[src/wakeup_filter_pkg.sv]
// shared constants, types and helper functions for the wake-up pattern filter
// assumes a single 40 MHz clock domain and a synchronous active-high reset
package wakeup_filter_pkg;

  localparam int NUM_FILTERS = 4;
  localparam int LOAD_WORDS  = 8;

  // load sequence positions on the power-management port
  localparam logic [2:0] IDX_MASK0  = 3'h0;
  localparam logic [2:0] IDX_CMD    = 3'h4;
  localparam logic [2:0] IDX_OFFSET = 3'h5;
  localparam logic [2:0] IDX_SIG01  = 3'h6;
  localparam logic [2:0] IDX_SIG23  = 3'h7;
  localparam logic [2:0] IDX_LAST   = 3'h7;

  // command byte fields
  localparam int CMD_ENABLE_BIT = 0;
  localparam int CMD_CHAIN_BIT  = 2;
  localparam int CMD_MCAST_BIT  = 3;

  // field widths and placement inside the packed words
  localparam int BYTE_W = 8;
  localparam int SIG_W  = 16;

  // a single filter looks at most this many bytes past its offset
  localparam logic [8:0] WINDOW_BYTES = 9'h01F;

  // destination group bit sits in bit 0 of the first frame byte
  localparam int GROUP_BIT = 0;

  localparam logic [31:0] WORD_RESET = 32'h00000000;
  localparam logic [7:0]  CNT_MAX    = 8'hFF;

  // reflected crc16 generator and seed
  localparam logic [15:0] CRC_POLY = 16'hA001;
  localparam logic [15:0] CRC_INIT = 16'hFFFF;

  typedef logic [LOAD_WORDS-1:0][31:0] load_words_t;

  typedef struct packed {
    logic [31:0] select;
    logic [7:0]  cmd;
    logic [7:0]  offset;
    logic [15:0] sig;
  } filter_cfg_s;

  typedef struct packed {
    logic       valid;
    logic       sof;
    logic       eof;
    logic [7:0] data;
  } rx_beat_s;

  typedef enum logic [2:0] {
    ST_IDLE  = 3'b001,
    ST_RECV  = 3'b010,
    ST_CHECK = 3'b100
  } rx_state_e;

  // one byte of the reflected crc16, lsb first
  function automatic logic [15:0] crc16_byte(input logic [15:0] crc, input logic [7:0] data);
    logic [15:0] c;
    c = crc ^ {8'h00, data};
    for (int b = 0; b < 8; b++)
    begin
      c = c[0] ? ((c >> 1) ^ CRC_POLY) : (c >> 1);
    end
    return c;
  endfunction

endpackage

[src/filter_word_store.sv]
// holds the eight loaded configuration words of the pattern filter
// assumes writes arrive one per cycle with an index from the load sequencer
`timescale 1ns/100ps
module filter_word_store
  import wakeup_filter_pkg::*;
(
  input  wire logic        mclk_i,
  input  wire logic        reset_i,
  input  wire logic        wr_en_i,
  input  wire logic [2:0]  wr_idx_i,
  input  wire logic [31:0] wr_data_i,
  output load_words_t      words_o
);

  load_words_t words_ff;
  load_words_t nxt_words;

  // write one word in place, others hold
  always_comb
  begin
    nxt_words = words_ff;
    if (wr_en_i)
    begin
      nxt_words[wr_idx_i] = wr_data_i;
    end
  end

  // cleared store reads as all filters unused
  always_ff @(posedge mclk_i)
  begin
    if (reset_i)
    begin
      words_ff <= {LOAD_WORDS{WORD_RESET}};
    end
    else
    begin
      words_ff <= nxt_words;
    end
  end

  assign words_o = words_ff;

endmodule

[src/wakeup_frame_pattern_filter.sv]
// wake-up frame pattern filter: four crc16 pattern filters loaded over one port
// assumes rx bytes and the address recognition verdict come synchronous to mclk_i
//
// Summary of operation
// - mask bit i selects frame byte offset+i
// - offset word holds one byte per filter
// - command byte: enable, multicast, per filter
// - chained filter matches only with previous match
// - crc16 of selected bytes compared with signature
// - one filter spans only 31 bytes
// - destination address left to address recognition
`timescale 1ns/100ps
module wakeup_frame_pattern_filter
  import wakeup_filter_pkg::*;
(
  input  wire logic        mclk_i,
  input  wire logic        reset_i,
  input  wire logic        pm_load_wr_i,
  input  wire logic [31:0] pm_load_data_i,
  input  wire logic        pm_load_restart_i,
  input  rx_beat_s         rx_beat_i,
  input  wire logic        rx_addr_pass_i,
  output logic [2:0]       load_index_o,
  output logic             load_done_o,
  output logic             wake_event_o,
  output logic [3:0]       filter_match_o
);

  load_words_t                   words;
  filter_cfg_s [NUM_FILTERS-1:0] cfg;

  logic [2:0] ptr_ff;
  logic [2:0] nxt_ptr;
  logic       done_ff;
  logic       nxt_done;

  rx_state_e                    state_ff;
  rx_state_e                    nxt_state;
  logic [7:0]                   cnt_ff;
  logic [7:0]                   nxt_cnt;
  logic                         mcast_ff;
  logic                         nxt_mcast;
  logic                         addr_ok_ff;
  logic                         nxt_addr_ok;
  logic [NUM_FILTERS-1:0][15:0] crc_ff;
  logic [NUM_FILTERS-1:0][15:0] nxt_crc;

  logic       wake_ff;
  logic       nxt_wake;
  logic [3:0] match_ff;
  logic [3:0] nxt_match;
  logic [3:0] own_hit;
  logic [3:0] chain_hit;
  logic [3:0] group_end;

  // filter takes part in matching at all
  function automatic logic is_enabled(input filter_cfg_s f);
    return f.cmd[CMD_ENABLE_BIT];
  endfunction

  // filter only counts together with the one below it
  function automatic logic is_chained(input filter_cfg_s f);
    return f.cmd[CMD_CHAIN_BIT];
  endfunction

  // next byte position, held at the top so long frames never re-enter a window
  function automatic logic [7:0] step_pos(input logic [7:0] pos);
    return (pos != CNT_MAX) ? pos + 8'h01 : pos;
  endfunction

  // true when frame byte pos is picked by this filter's mask
  function automatic logic byte_selected(input filter_cfg_s f, input logic [7:0] pos);
    logic [8:0] rel;
    rel = {1'b0, pos} - {1'b0, f.offset};
    // bytes before the offset or past the window never count
    return (pos >= f.offset) && (rel < WINDOW_BYTES) && f.select[rel[4:0]];
  endfunction

  // filter applies only to the frame kind its command names
  function automatic logic kind_ok(input filter_cfg_s f, input logic mcast);
    return is_enabled(f) && (f.cmd[CMD_MCAST_BIT] == mcast);
  endfunction

  filter_word_store u_store (
    .mclk_i    (mclk_i),
    .reset_i   (reset_i),
    .wr_en_i   (pm_load_wr_i),
    .wr_idx_i  (ptr_ff),
    .wr_data_i (pm_load_data_i),
    .words_o   (words)
  );

  // unpack the eight words into per-filter fields, filter 0 in the low lane
  always_comb
  begin
    for (int i = 0; i < NUM_FILTERS; i++)
    begin
      cfg[i].select = words[IDX_MASK0 + 3'(i)];
      cfg[i].cmd    = words[IDX_CMD][i*BYTE_W +: BYTE_W];
      cfg[i].offset = words[IDX_OFFSET][i*BYTE_W +: BYTE_W];
      cfg[i].sig    = (i < 2) ? words[IDX_SIG01][(i%2)*SIG_W +: SIG_W]
                              : words[IDX_SIG23][(i%2)*SIG_W +: SIG_W];
    end
  end

  // load sequencer: eight successive writes, then wraps for the next load
  always_comb
  begin
    nxt_ptr  = ptr_ff;
    nxt_done = done_ff;
    // restart wins over a write in the same cycle; that write still lands at the old index
    if (pm_load_restart_i)
    begin
      nxt_ptr  = IDX_MASK0;
      nxt_done = 1'b0;
    end
    else if (pm_load_wr_i)
    begin
      nxt_ptr = ptr_ff + 3'h1;
      if (ptr_ff == IDX_LAST)
      begin
        nxt_done = 1'b1;
      end
      else if (ptr_ff == IDX_MASK0)
      begin
        nxt_done = 1'b0;
      end
    end
  end

  // load sequencer registers
  always_ff @(posedge mclk_i)
  begin
    if (reset_i)
    begin
      ptr_ff  <= IDX_MASK0;
      done_ff <= 1'b0;
    end
    else
    begin
      ptr_ff  <= nxt_ptr;
      done_ff <= nxt_done;
    end
  end

  // receive walk: count bytes and fold selected ones into each crc
  always_comb
  begin
    nxt_state   = state_ff;
    nxt_cnt     = cnt_ff;
    nxt_mcast   = mcast_ff;
    nxt_addr_ok = addr_ok_ff;
    nxt_crc     = crc_ff;
    unique case (state_ff)
      ST_IDLE, ST_RECV:
      begin
        if (rx_beat_i.valid && (rx_beat_i.sof || state_ff == ST_RECV))
        begin
          // a start byte restarts in idle or receive, even in mid-frame
          if (rx_beat_i.sof)
          begin
            nxt_cnt   = 8'h00;
            nxt_mcast = rx_beat_i.data[GROUP_BIT];
            for (int i = 0; i < NUM_FILTERS; i++)
            begin
              nxt_crc[i] = byte_selected(cfg[i], 8'h00) ? crc16_byte(CRC_INIT, rx_beat_i.data) : CRC_INIT;
            end
          end
          else
          begin
            for (int i = 0; i < NUM_FILTERS; i++)
            begin
              if (byte_selected(cfg[i], cnt_ff))
              begin
                nxt_crc[i] = crc16_byte(crc_ff[i], rx_beat_i.data);
              end
            end
          end
          // saturate so long frames do not wrap into the window again
          if (!rx_beat_i.sof)
          begin
            nxt_cnt = step_pos(cnt_ff);
          end
          if (rx_beat_i.sof && rx_beat_i.eof)
          begin
            nxt_cnt = 8'h00;
          end
          // address verdict is only taken with the last byte
          nxt_state = rx_beat_i.eof ? ST_CHECK : ST_RECV;
          if (rx_beat_i.eof)
          begin
            nxt_addr_ok = rx_addr_pass_i;
          end
        end
        if (rx_beat_i.valid && !rx_beat_i.sof && state_ff == ST_RECV)
        begin
          // counter now names the position of the next byte
          nxt_cnt = step_pos(cnt_ff);
        end
        if (rx_beat_i.valid && rx_beat_i.sof)
        begin
          nxt_cnt = 8'h01;
        end
      end
      ST_CHECK:
      begin
        // one verdict cycle; a start byte here is dropped
        nxt_state = ST_IDLE;
      end
      default:
      begin
        nxt_state = ST_IDLE;
      end
    endcase
  end

  // receive walk registers
  always_ff @(posedge mclk_i)
  begin
    if (reset_i)
    begin
      state_ff   <= ST_IDLE;
      cnt_ff     <= 8'h00;
      mcast_ff   <= 1'b0;
      addr_ok_ff <= 1'b0;
      crc_ff     <= {NUM_FILTERS{CRC_INIT}};
    end
    else
    begin
      state_ff   <= nxt_state;
      cnt_ff     <= nxt_cnt;
      mcast_ff   <= nxt_mcast;
      addr_ok_ff <= nxt_addr_ok;
      crc_ff     <= nxt_crc;
    end
  end

  // per-filter verdict; a zeroed filter is disabled and never hits
  always_comb
  begin
    for (int i = 0; i < NUM_FILTERS; i++)
    begin
      own_hit[i] = kind_ok(cfg[i], mcast_ff) && (crc_ff[i] == cfg[i].sig);
    end
    chain_hit[0] = own_hit[0];
    for (int i = 1; i < NUM_FILTERS; i++)
    begin
      chain_hit[i] = own_hit[i] && (!is_chained(cfg[i]) || chain_hit[i-1]);
    end
    // a hit that feeds an enabled chained successor only counts through its group
    for (int i = 0; i < NUM_FILTERS; i++)
    begin
      group_end[i] = (i == NUM_FILTERS - 1)
                     || !(is_chained(cfg[(i+1)%NUM_FILTERS]) && is_enabled(cfg[(i+1)%NUM_FILTERS]));
    end
  end

  // wake decision once per frame, in the cycle after its last byte
  always_comb
  begin
    nxt_wake  = 1'b0;
    nxt_match = match_ff;
    if (state_ff == ST_CHECK)
    begin
      nxt_match = chain_hit;
      for (int i = 0; i < NUM_FILTERS; i++)
      begin
        // only the last filter of a chained group may wake
        if (chain_hit[i] && group_end[i])
        begin
          nxt_wake = addr_ok_ff;
        end
      end
      if (!addr_ok_ff)
      begin
        nxt_wake = 1'b0;
      end
    end
  end

  // verdict registers feed the outputs directly
  always_ff @(posedge mclk_i)
  begin
    if (reset_i)
    begin
      wake_ff  <= 1'b0;
      match_ff <= 4'h0;
    end
    else
    begin
      wake_ff  <= nxt_wake;
      match_ff <= nxt_match;
    end
  end

  assign load_index_o   = ptr_ff;
  assign load_done_o    = done_ff;
  assign wake_event_o   = wake_ff;
  assign filter_match_o = match_ff;

endmodule

[config.mk]
export PLATFORM = sky130hd
export DESIGN_NAME = wakeup_frame_pattern_filter
export DESIGN_NICKNAME = d
export VERILOG_FILES = /design/src/wakeup_filter_pkg.sv /design/src/filter_word_store.sv /design/src/wakeup_frame_pattern_filter.sv
export SDC_FILE = /design/constraint.sdc
export NUM_CORES = 1
export LEC_CHECK = 0
export BUFFER_PORTS_ARGS = -buffer_cell sky130_fd_sc_hd__buf_2
export CORE_MARGIN = 2
export CORE_UTILIZATION = 41
export DETAILED_ROUTE_END_ITERATION = 8
export HOLD_SLACK_MARGIN = 0.02
export PLACE_DENSITY_LB_ADDON = 0.12
export SETUP_SLACK_MARGIN = 0.4
export SLEW_MARGIN = 5
export SYNTH_ARGS = -nofsm -noshare
export SYNTH_HDL_FRONTEND = slang
export SYNTH_HIERARCHICAL = 1
export SYNTH_SLANG_ARGS = --single-unit
[constraint.sdc]
create_clock -name mclk_i -period 7 [get_ports mclk_i]
set_input_delay 1.05 -clock mclk_i [delete_from_list [all_inputs] [get_ports mclk_i]]
set_output_delay 1.05 -clock mclk_i [all_outputs]
set_load 0.005 [all_outputs]
# Yosys cells after proc, flatten, opt, wreduce, memory -nomap -nowiden
# Index checks and enable logic that the tools add are counted.
[word_totals]
ff_bits = 342
latch_bits = 0
mem_bits_rw = 0
romBits = 0
n_memories = 0
[op_classes]
n_addsub = 10
multipliers = 0
div_mod_pow = 0
magnitude_cmp = 26
eq_ne = 13
n_shift = 0
mux = 81
bitwise_logic = 48
reduce_logical = 69
[op_table]
columns = ["operator", "n"]
rows = [
  ["16-bit 2-to-1 mux", 48],
  ["256-bit bitwise mux", 1],
  ["2-bit inverter with 3-bit output", 40],
  ["32-bit demux with 3-bit select", 1],
  ["9-bit by 5-bit less-than comparator with 1-bit output, second input constant", 8],
  ["16-bit equality test", 4],
  ["64-bit 2-to-1 mux", 1],
  ["16-bit by 8-bit bitwise XOR with 16-bit output", 4],
  ["5-bit by 6-bit less-than comparator with 1-bit output, second input constant", 8],
  ["8-bit 2-to-1 mux", 6],
  ["1-bit binary-select mux with 5-bit select", 8],
  ["1-bit logical AND", 39],
  ["1-bit by 8-bit subtractor with 9-bit output, first input constant", 4],
  ["8-bit by 8-bit subtractor with 9-bit output", 4],
  ["1-bit by 8-bit greater-or-equal comparator with 1-bit output, first input constant", 4],
  ["8-bit greater-or-equal comparator", 4],
  ["32-bit 2-to-1 mux", 1],
  ["3-bit AND reduction", 6],
  ["8-bit inverter with 16-bit output", 1],
  ["1-bit 2-to-1 mux", 14],
  ["2-bit nonzero test", 5],
  ["8-bit by 1-bit adder with 8-bit output, second input constant", 1],
  ["8-bit != test, second input constant", 1],
  ["1-bit logical NOT", 7],
  ["other kinds (15)", 27],
]

# Depth between registers and ports, before layout
[logic_depth]
word_depth = 19
mapped_depth = 14
mapped_depth_nobuf = 11

# Hierarchy
# The synthesis kept the hierarchy.
[modules_own_cells]
columns = ["mod", "n_inst", "cells_each", "area_per_inst_um2", "seq_area_each_um2"]
rows = [
  ["filter_word_store", 1, 905, 10022.1, 5124.9],
  ["wakeup_frame_pattern_filter", 1, 1002, 8804.7, 1721.7],
]

# Worst setup path after synthesis
# No wires, ideal clock.
[synth_path]
kind = "register to register"
startpoint = "register cnt_ff[0]"
endpoint = "register crc_ff[32] in the netlist's numbering"
setup_ns = 0.141
arrival_time_ns = 3.133
setup_slack_ns = 3.726
path_stages_with_launch = 14
n_path_buf = 2
synth_period_minus_slack_ns = 3.274
cell_sequence = "dfxtp_1 > inv_1 > ha_1 > inv_1 > fa_1 > clkbuf_1 > mux4_2 > nor2b_1 > a2111oi_0 > or4b_1 > nand4_1 > a31oi_1 > clkbuf_1 > o211ai_1"
[synth_between]
elab_chain_len = 6
word_cells_on_any_way = 9
cone_classes = "add/sub (1); order compare (2); mux (2); reduce/logical (4)"
[synth_rtl]
columns = ["item", "line", "text"]
rows = [
  ["start: declaration", "wakeup_frame_pattern_filter.sv:39", "logic [7:0] cnt_ff;"],
  ["start signal: assignment", "wakeup_frame_pattern_filter.sv:231", "cnt_ff <= nxt_cnt;"],
  ["8-bit by 8-bit subtractor with 9-bit output", "wakeup_frame_pattern_filter.sv:74", "rel = {1'b0, pos} - {1'b0, f.offset};"],
  ["9-bit by 5-bit less-than comparator with 1-bit output / 1-bit binary-select mux with 5-bit select (equally long branches)", "wakeup_frame_pattern_filter.sv:76", "return (pos >= f.offset) && (rel < WINDOW_BYTES) && f.select[rel[4:0]];"],
  ["1-bit logical AND / 1-bit 2-to-1 mux (equally long branches)", "wakeup_frame_pattern_filter.sv:76", ""],
  ["1-bit logical AND (*)", "wakeup_frame_pattern_filter.sv:76", ""],
  ["2-bit nonzero test (no line) (*)", "n/a", ""],
  ["3-bit AND reduction (no line) (*)", "n/a", ""],
  ["end signal: assignment", "wakeup_frame_pattern_filter.sv:226", "crc_ff <= {NUM_FILTERS{CRC_INIT}};"],
  ["end signal: assignment", "wakeup_frame_pattern_filter.sv:234", "crc_ff <= nxt_crc;"],
  ["end: declaration", "wakeup_frame_pattern_filter.sv:45", "logic [NUM_FILTERS-1:0][15:0] crc_ff;"],
]
# Every way passes the cells marked *; elsewhere a longest branch is shown, timed or not. The select of a mux whose other input is x is not followed.
# A chain may end at the register's enable or synchronous reset.

# Worst setup path after layout
[layout_path]
startpoint = "register cnt_ff[0]"
endpoint = "register crc_ff[44] in the netlist's numbering"
# The elaborated chain is that of the path after synthesis.

==> results.json <==
{
  "setup-tns-final_ns": 0,
  "num_io_pins": 57,
  "vdd_ir_drop_max_uv": 167,
  "grt_max_degree": 93,
  "first_pass_iters": 8,
  "hold_path.class": "flop to flop",
  "fin_cells": 2401,
  "yosys_warnings": 6,
  "worstSetupStartpointType": "flop",
  "cts_setup_buffers": 0,
  "gp_congestion": 0.846,
  "grt.met1_usage": 0.338,
  "cp_cell_sequence": "inv_1, ha_1, inv_1, fa_1, mux4_2, nor2b_1, a2111oi_0, or4b_1, nand4_1, a31oi_1, o211ai_1",
  "clock-root-buffer": "clkbuf_16",
  "tightest_slew_ns": 1.31,
  "initial_utilization": 0.417,
  "hold_depth": 2,
  "arrival_ns": 4.99,
  "slowest_stage": "a31oi_1",
  "vias_per_cell": 5.52,
  "syn-num-nets": 1930,
  "worstReg2RegStart": "cnt_ff[0]",
  "final_antenna_net_count": 0,
  "worstSetupPathDepth": 11,
  "overflow": 0,
  "crit_family": "compound AO/OA/AOI/OAI gates",
  "fp.dieW_um": 213,
  "route.detailed.drc": 0,
  "cpPeakStageDelay_ns": 1.01,
  "dp_slack_ns": 2.47,
  "grt_first_pass_wirelength_mm": 82.1,
  "cts_tree": "done",
  "skew_ns": 0.00957,
  "max_slew_margin": 0.100,
  "rsz0062_at_grt": "false",
  "period_minus_slack_ns": 4.61,
  "path_clk_slew_ns": 0.06,
  "r2r_cells": 11,
  "powerDensity_nw_per_um2": 228,
  "path_class": "flop to flop",
  "fmax_mhz": 217,
  "netlist_area_sq_um": 18000,
  "routed_wirelength_mm": 54.6,
  "grt_antenna_before_repair": 0,
  "dieArea_sq_um": 45600,
  "drv_slew": 0,
  "post-route-period-util": 0.658,
  "grt-busiest-layer": "met2",
  "hold_path_end": "filter_match_o[1]",
  "cp.required_ns": 7.38,
  "syn-mean-instance-area_sq_um": 9.79,
  "nNetsFinal": 1881,
  "coreArea_sq_um": 43200,
  "grt_pass1_vias": 13076,
  "placed_cells": 2334,
  "worst-path-max-fanout": 11,
  "clk_latency_ns": 0.55,
  "setup_viol": 0,
  "drtIter0Drc": 1197,
  "rr_endpoint": "crc_ff[44]",
  "hold_start": "filter_match_o[1]",
  "area_growth_pct": 10.0,
  "final-hold-violation-count": 0,
  "cts-hold-fix-buffers": 0,
  "ff2ff_setup_slack_ns": 2.39,
  "cts_buffers": 38,
  "cts_resized": 0,
  "grtUsageMet3": 0.0316,
  "syn_inst": 1838,
  "total_leakage_power_uw": 0.00837,
  "io_buffers": 56,
  "cap_violations": 0,
  "clockBufferDepth": 3,
  "outcome": "completed",
  "grt_use_met2": 0.389,
  "dieHeight_um": 213,
  "wl_per_cell_um": 22.7,
  "hpwlAfterDp_mm": 38.1,
  "cts.sinks": 319,
  "cts_max_level": 2,
  "vias": 13254,
  "path_buf_inv": 2,
  "drive_above_1_share": 0.104,
  "path_common_cell": "inv_1",
  "antenna_cells": 0,
  "end_kind": "flop",
  "rows": 76,
  "grt_util_all_layers": 0.242,
  "utilization": 0.459,
  "fin_ws_ns": 2.39
}
[where the power goes]
part           internal, uW  switching, uW
Sequential             1850           43.2
Combinational           213            299
Clock                  1290            814
Total                  3360           1160
[stage by stage]
step                instance area (sq um)  power [uW]  hold slack [ns]
global route                        19800        4670            0.486
floorplan                           18000        2290            0.444
global placement                    18500        2440            0.453
CTS                                 19800        4560            0.467
finish                              19800        4520            0.469
detailed placement                  18500        2450            0.453
[worst max-delay path by stage]
stage	slack, ns	start	end
after CTS	2.46	cnt_ff[0]	crc_ff[44]
after global routing	2.10	cnt_ff[0]	crc_ff[41]
after detailed placement	2.47	cnt_ff[0]	crc_ff[43]
after floorplan	3.73	cnt_ff[0]	crc_ff[32]
final	2.39	cnt_ff[0]	crc_ff[44]
after global placement	2.61	cnt_ff[0]	crc_ff[46]
[cells in the final DEF (no fill, tap or decap), types with 8 or more instances in the layout]
master       n
clkinv_2     8
mux2i_1    249
or4_1       16
a21o_1      21
o21a_1       9
inv_1       62
a21oi_1     35
or2_2        8
nand4_1     23
o211ai_1    85
nand2b_1   268
clkbuf_16   41
nor4_1      15
ha_1        40
mux4_2      27
dfxtp_1    319
nor3_1      17
o311ai_1    12
buf_2       55
nand2_1     49
o22ai_1     28
xnor3_1      8
xnor2_1    115
buf_4       19
nor2_1      35
o21ai_0     27
xor2_1      51
nand3_1     13
[tightest hold or removal path: cells and delay by family, from the launching register on]
kind / cells / cell delay, ns
flops: 1 / 0.31
compound gates: 1 / 0.06
simple gates: 1 / 0.05
[final cells by class]
cell class | instances | area [sq um]
inverters | 62 | 233
multi-input cells | 1293 | 10700
fillers | 4130 | 23400
flip-flops and latches | 319 | 6390
well taps | 585 | 732
clock buffers | 51 | 1100
clock inverters | 16 | 214
repair buffers | 75 | 429
[flip-flops by register name (all words and copies together), names as in the netlist]
signal	cells
addr_ok_ff	1
load_index_o	3
mcast_ff	1
state_ff	3
crc_ff	64
u_store/words_o	233
wake_event_o	1
cnt_ff	8
load_done_o	1
filter_match_o	4
[metal layers]
metal / vias up / share of wire / routed length, um
li1: 6413 / - / -
met4: 0 / 0.027 / 1450
met3: 83 / 0.040 / 2200
met1: 6457 / 0.48 / 26000
met5: - / 0 / 0
met2: 301 / 0.46 / 24900
Power figures use the tool's default switching activity.
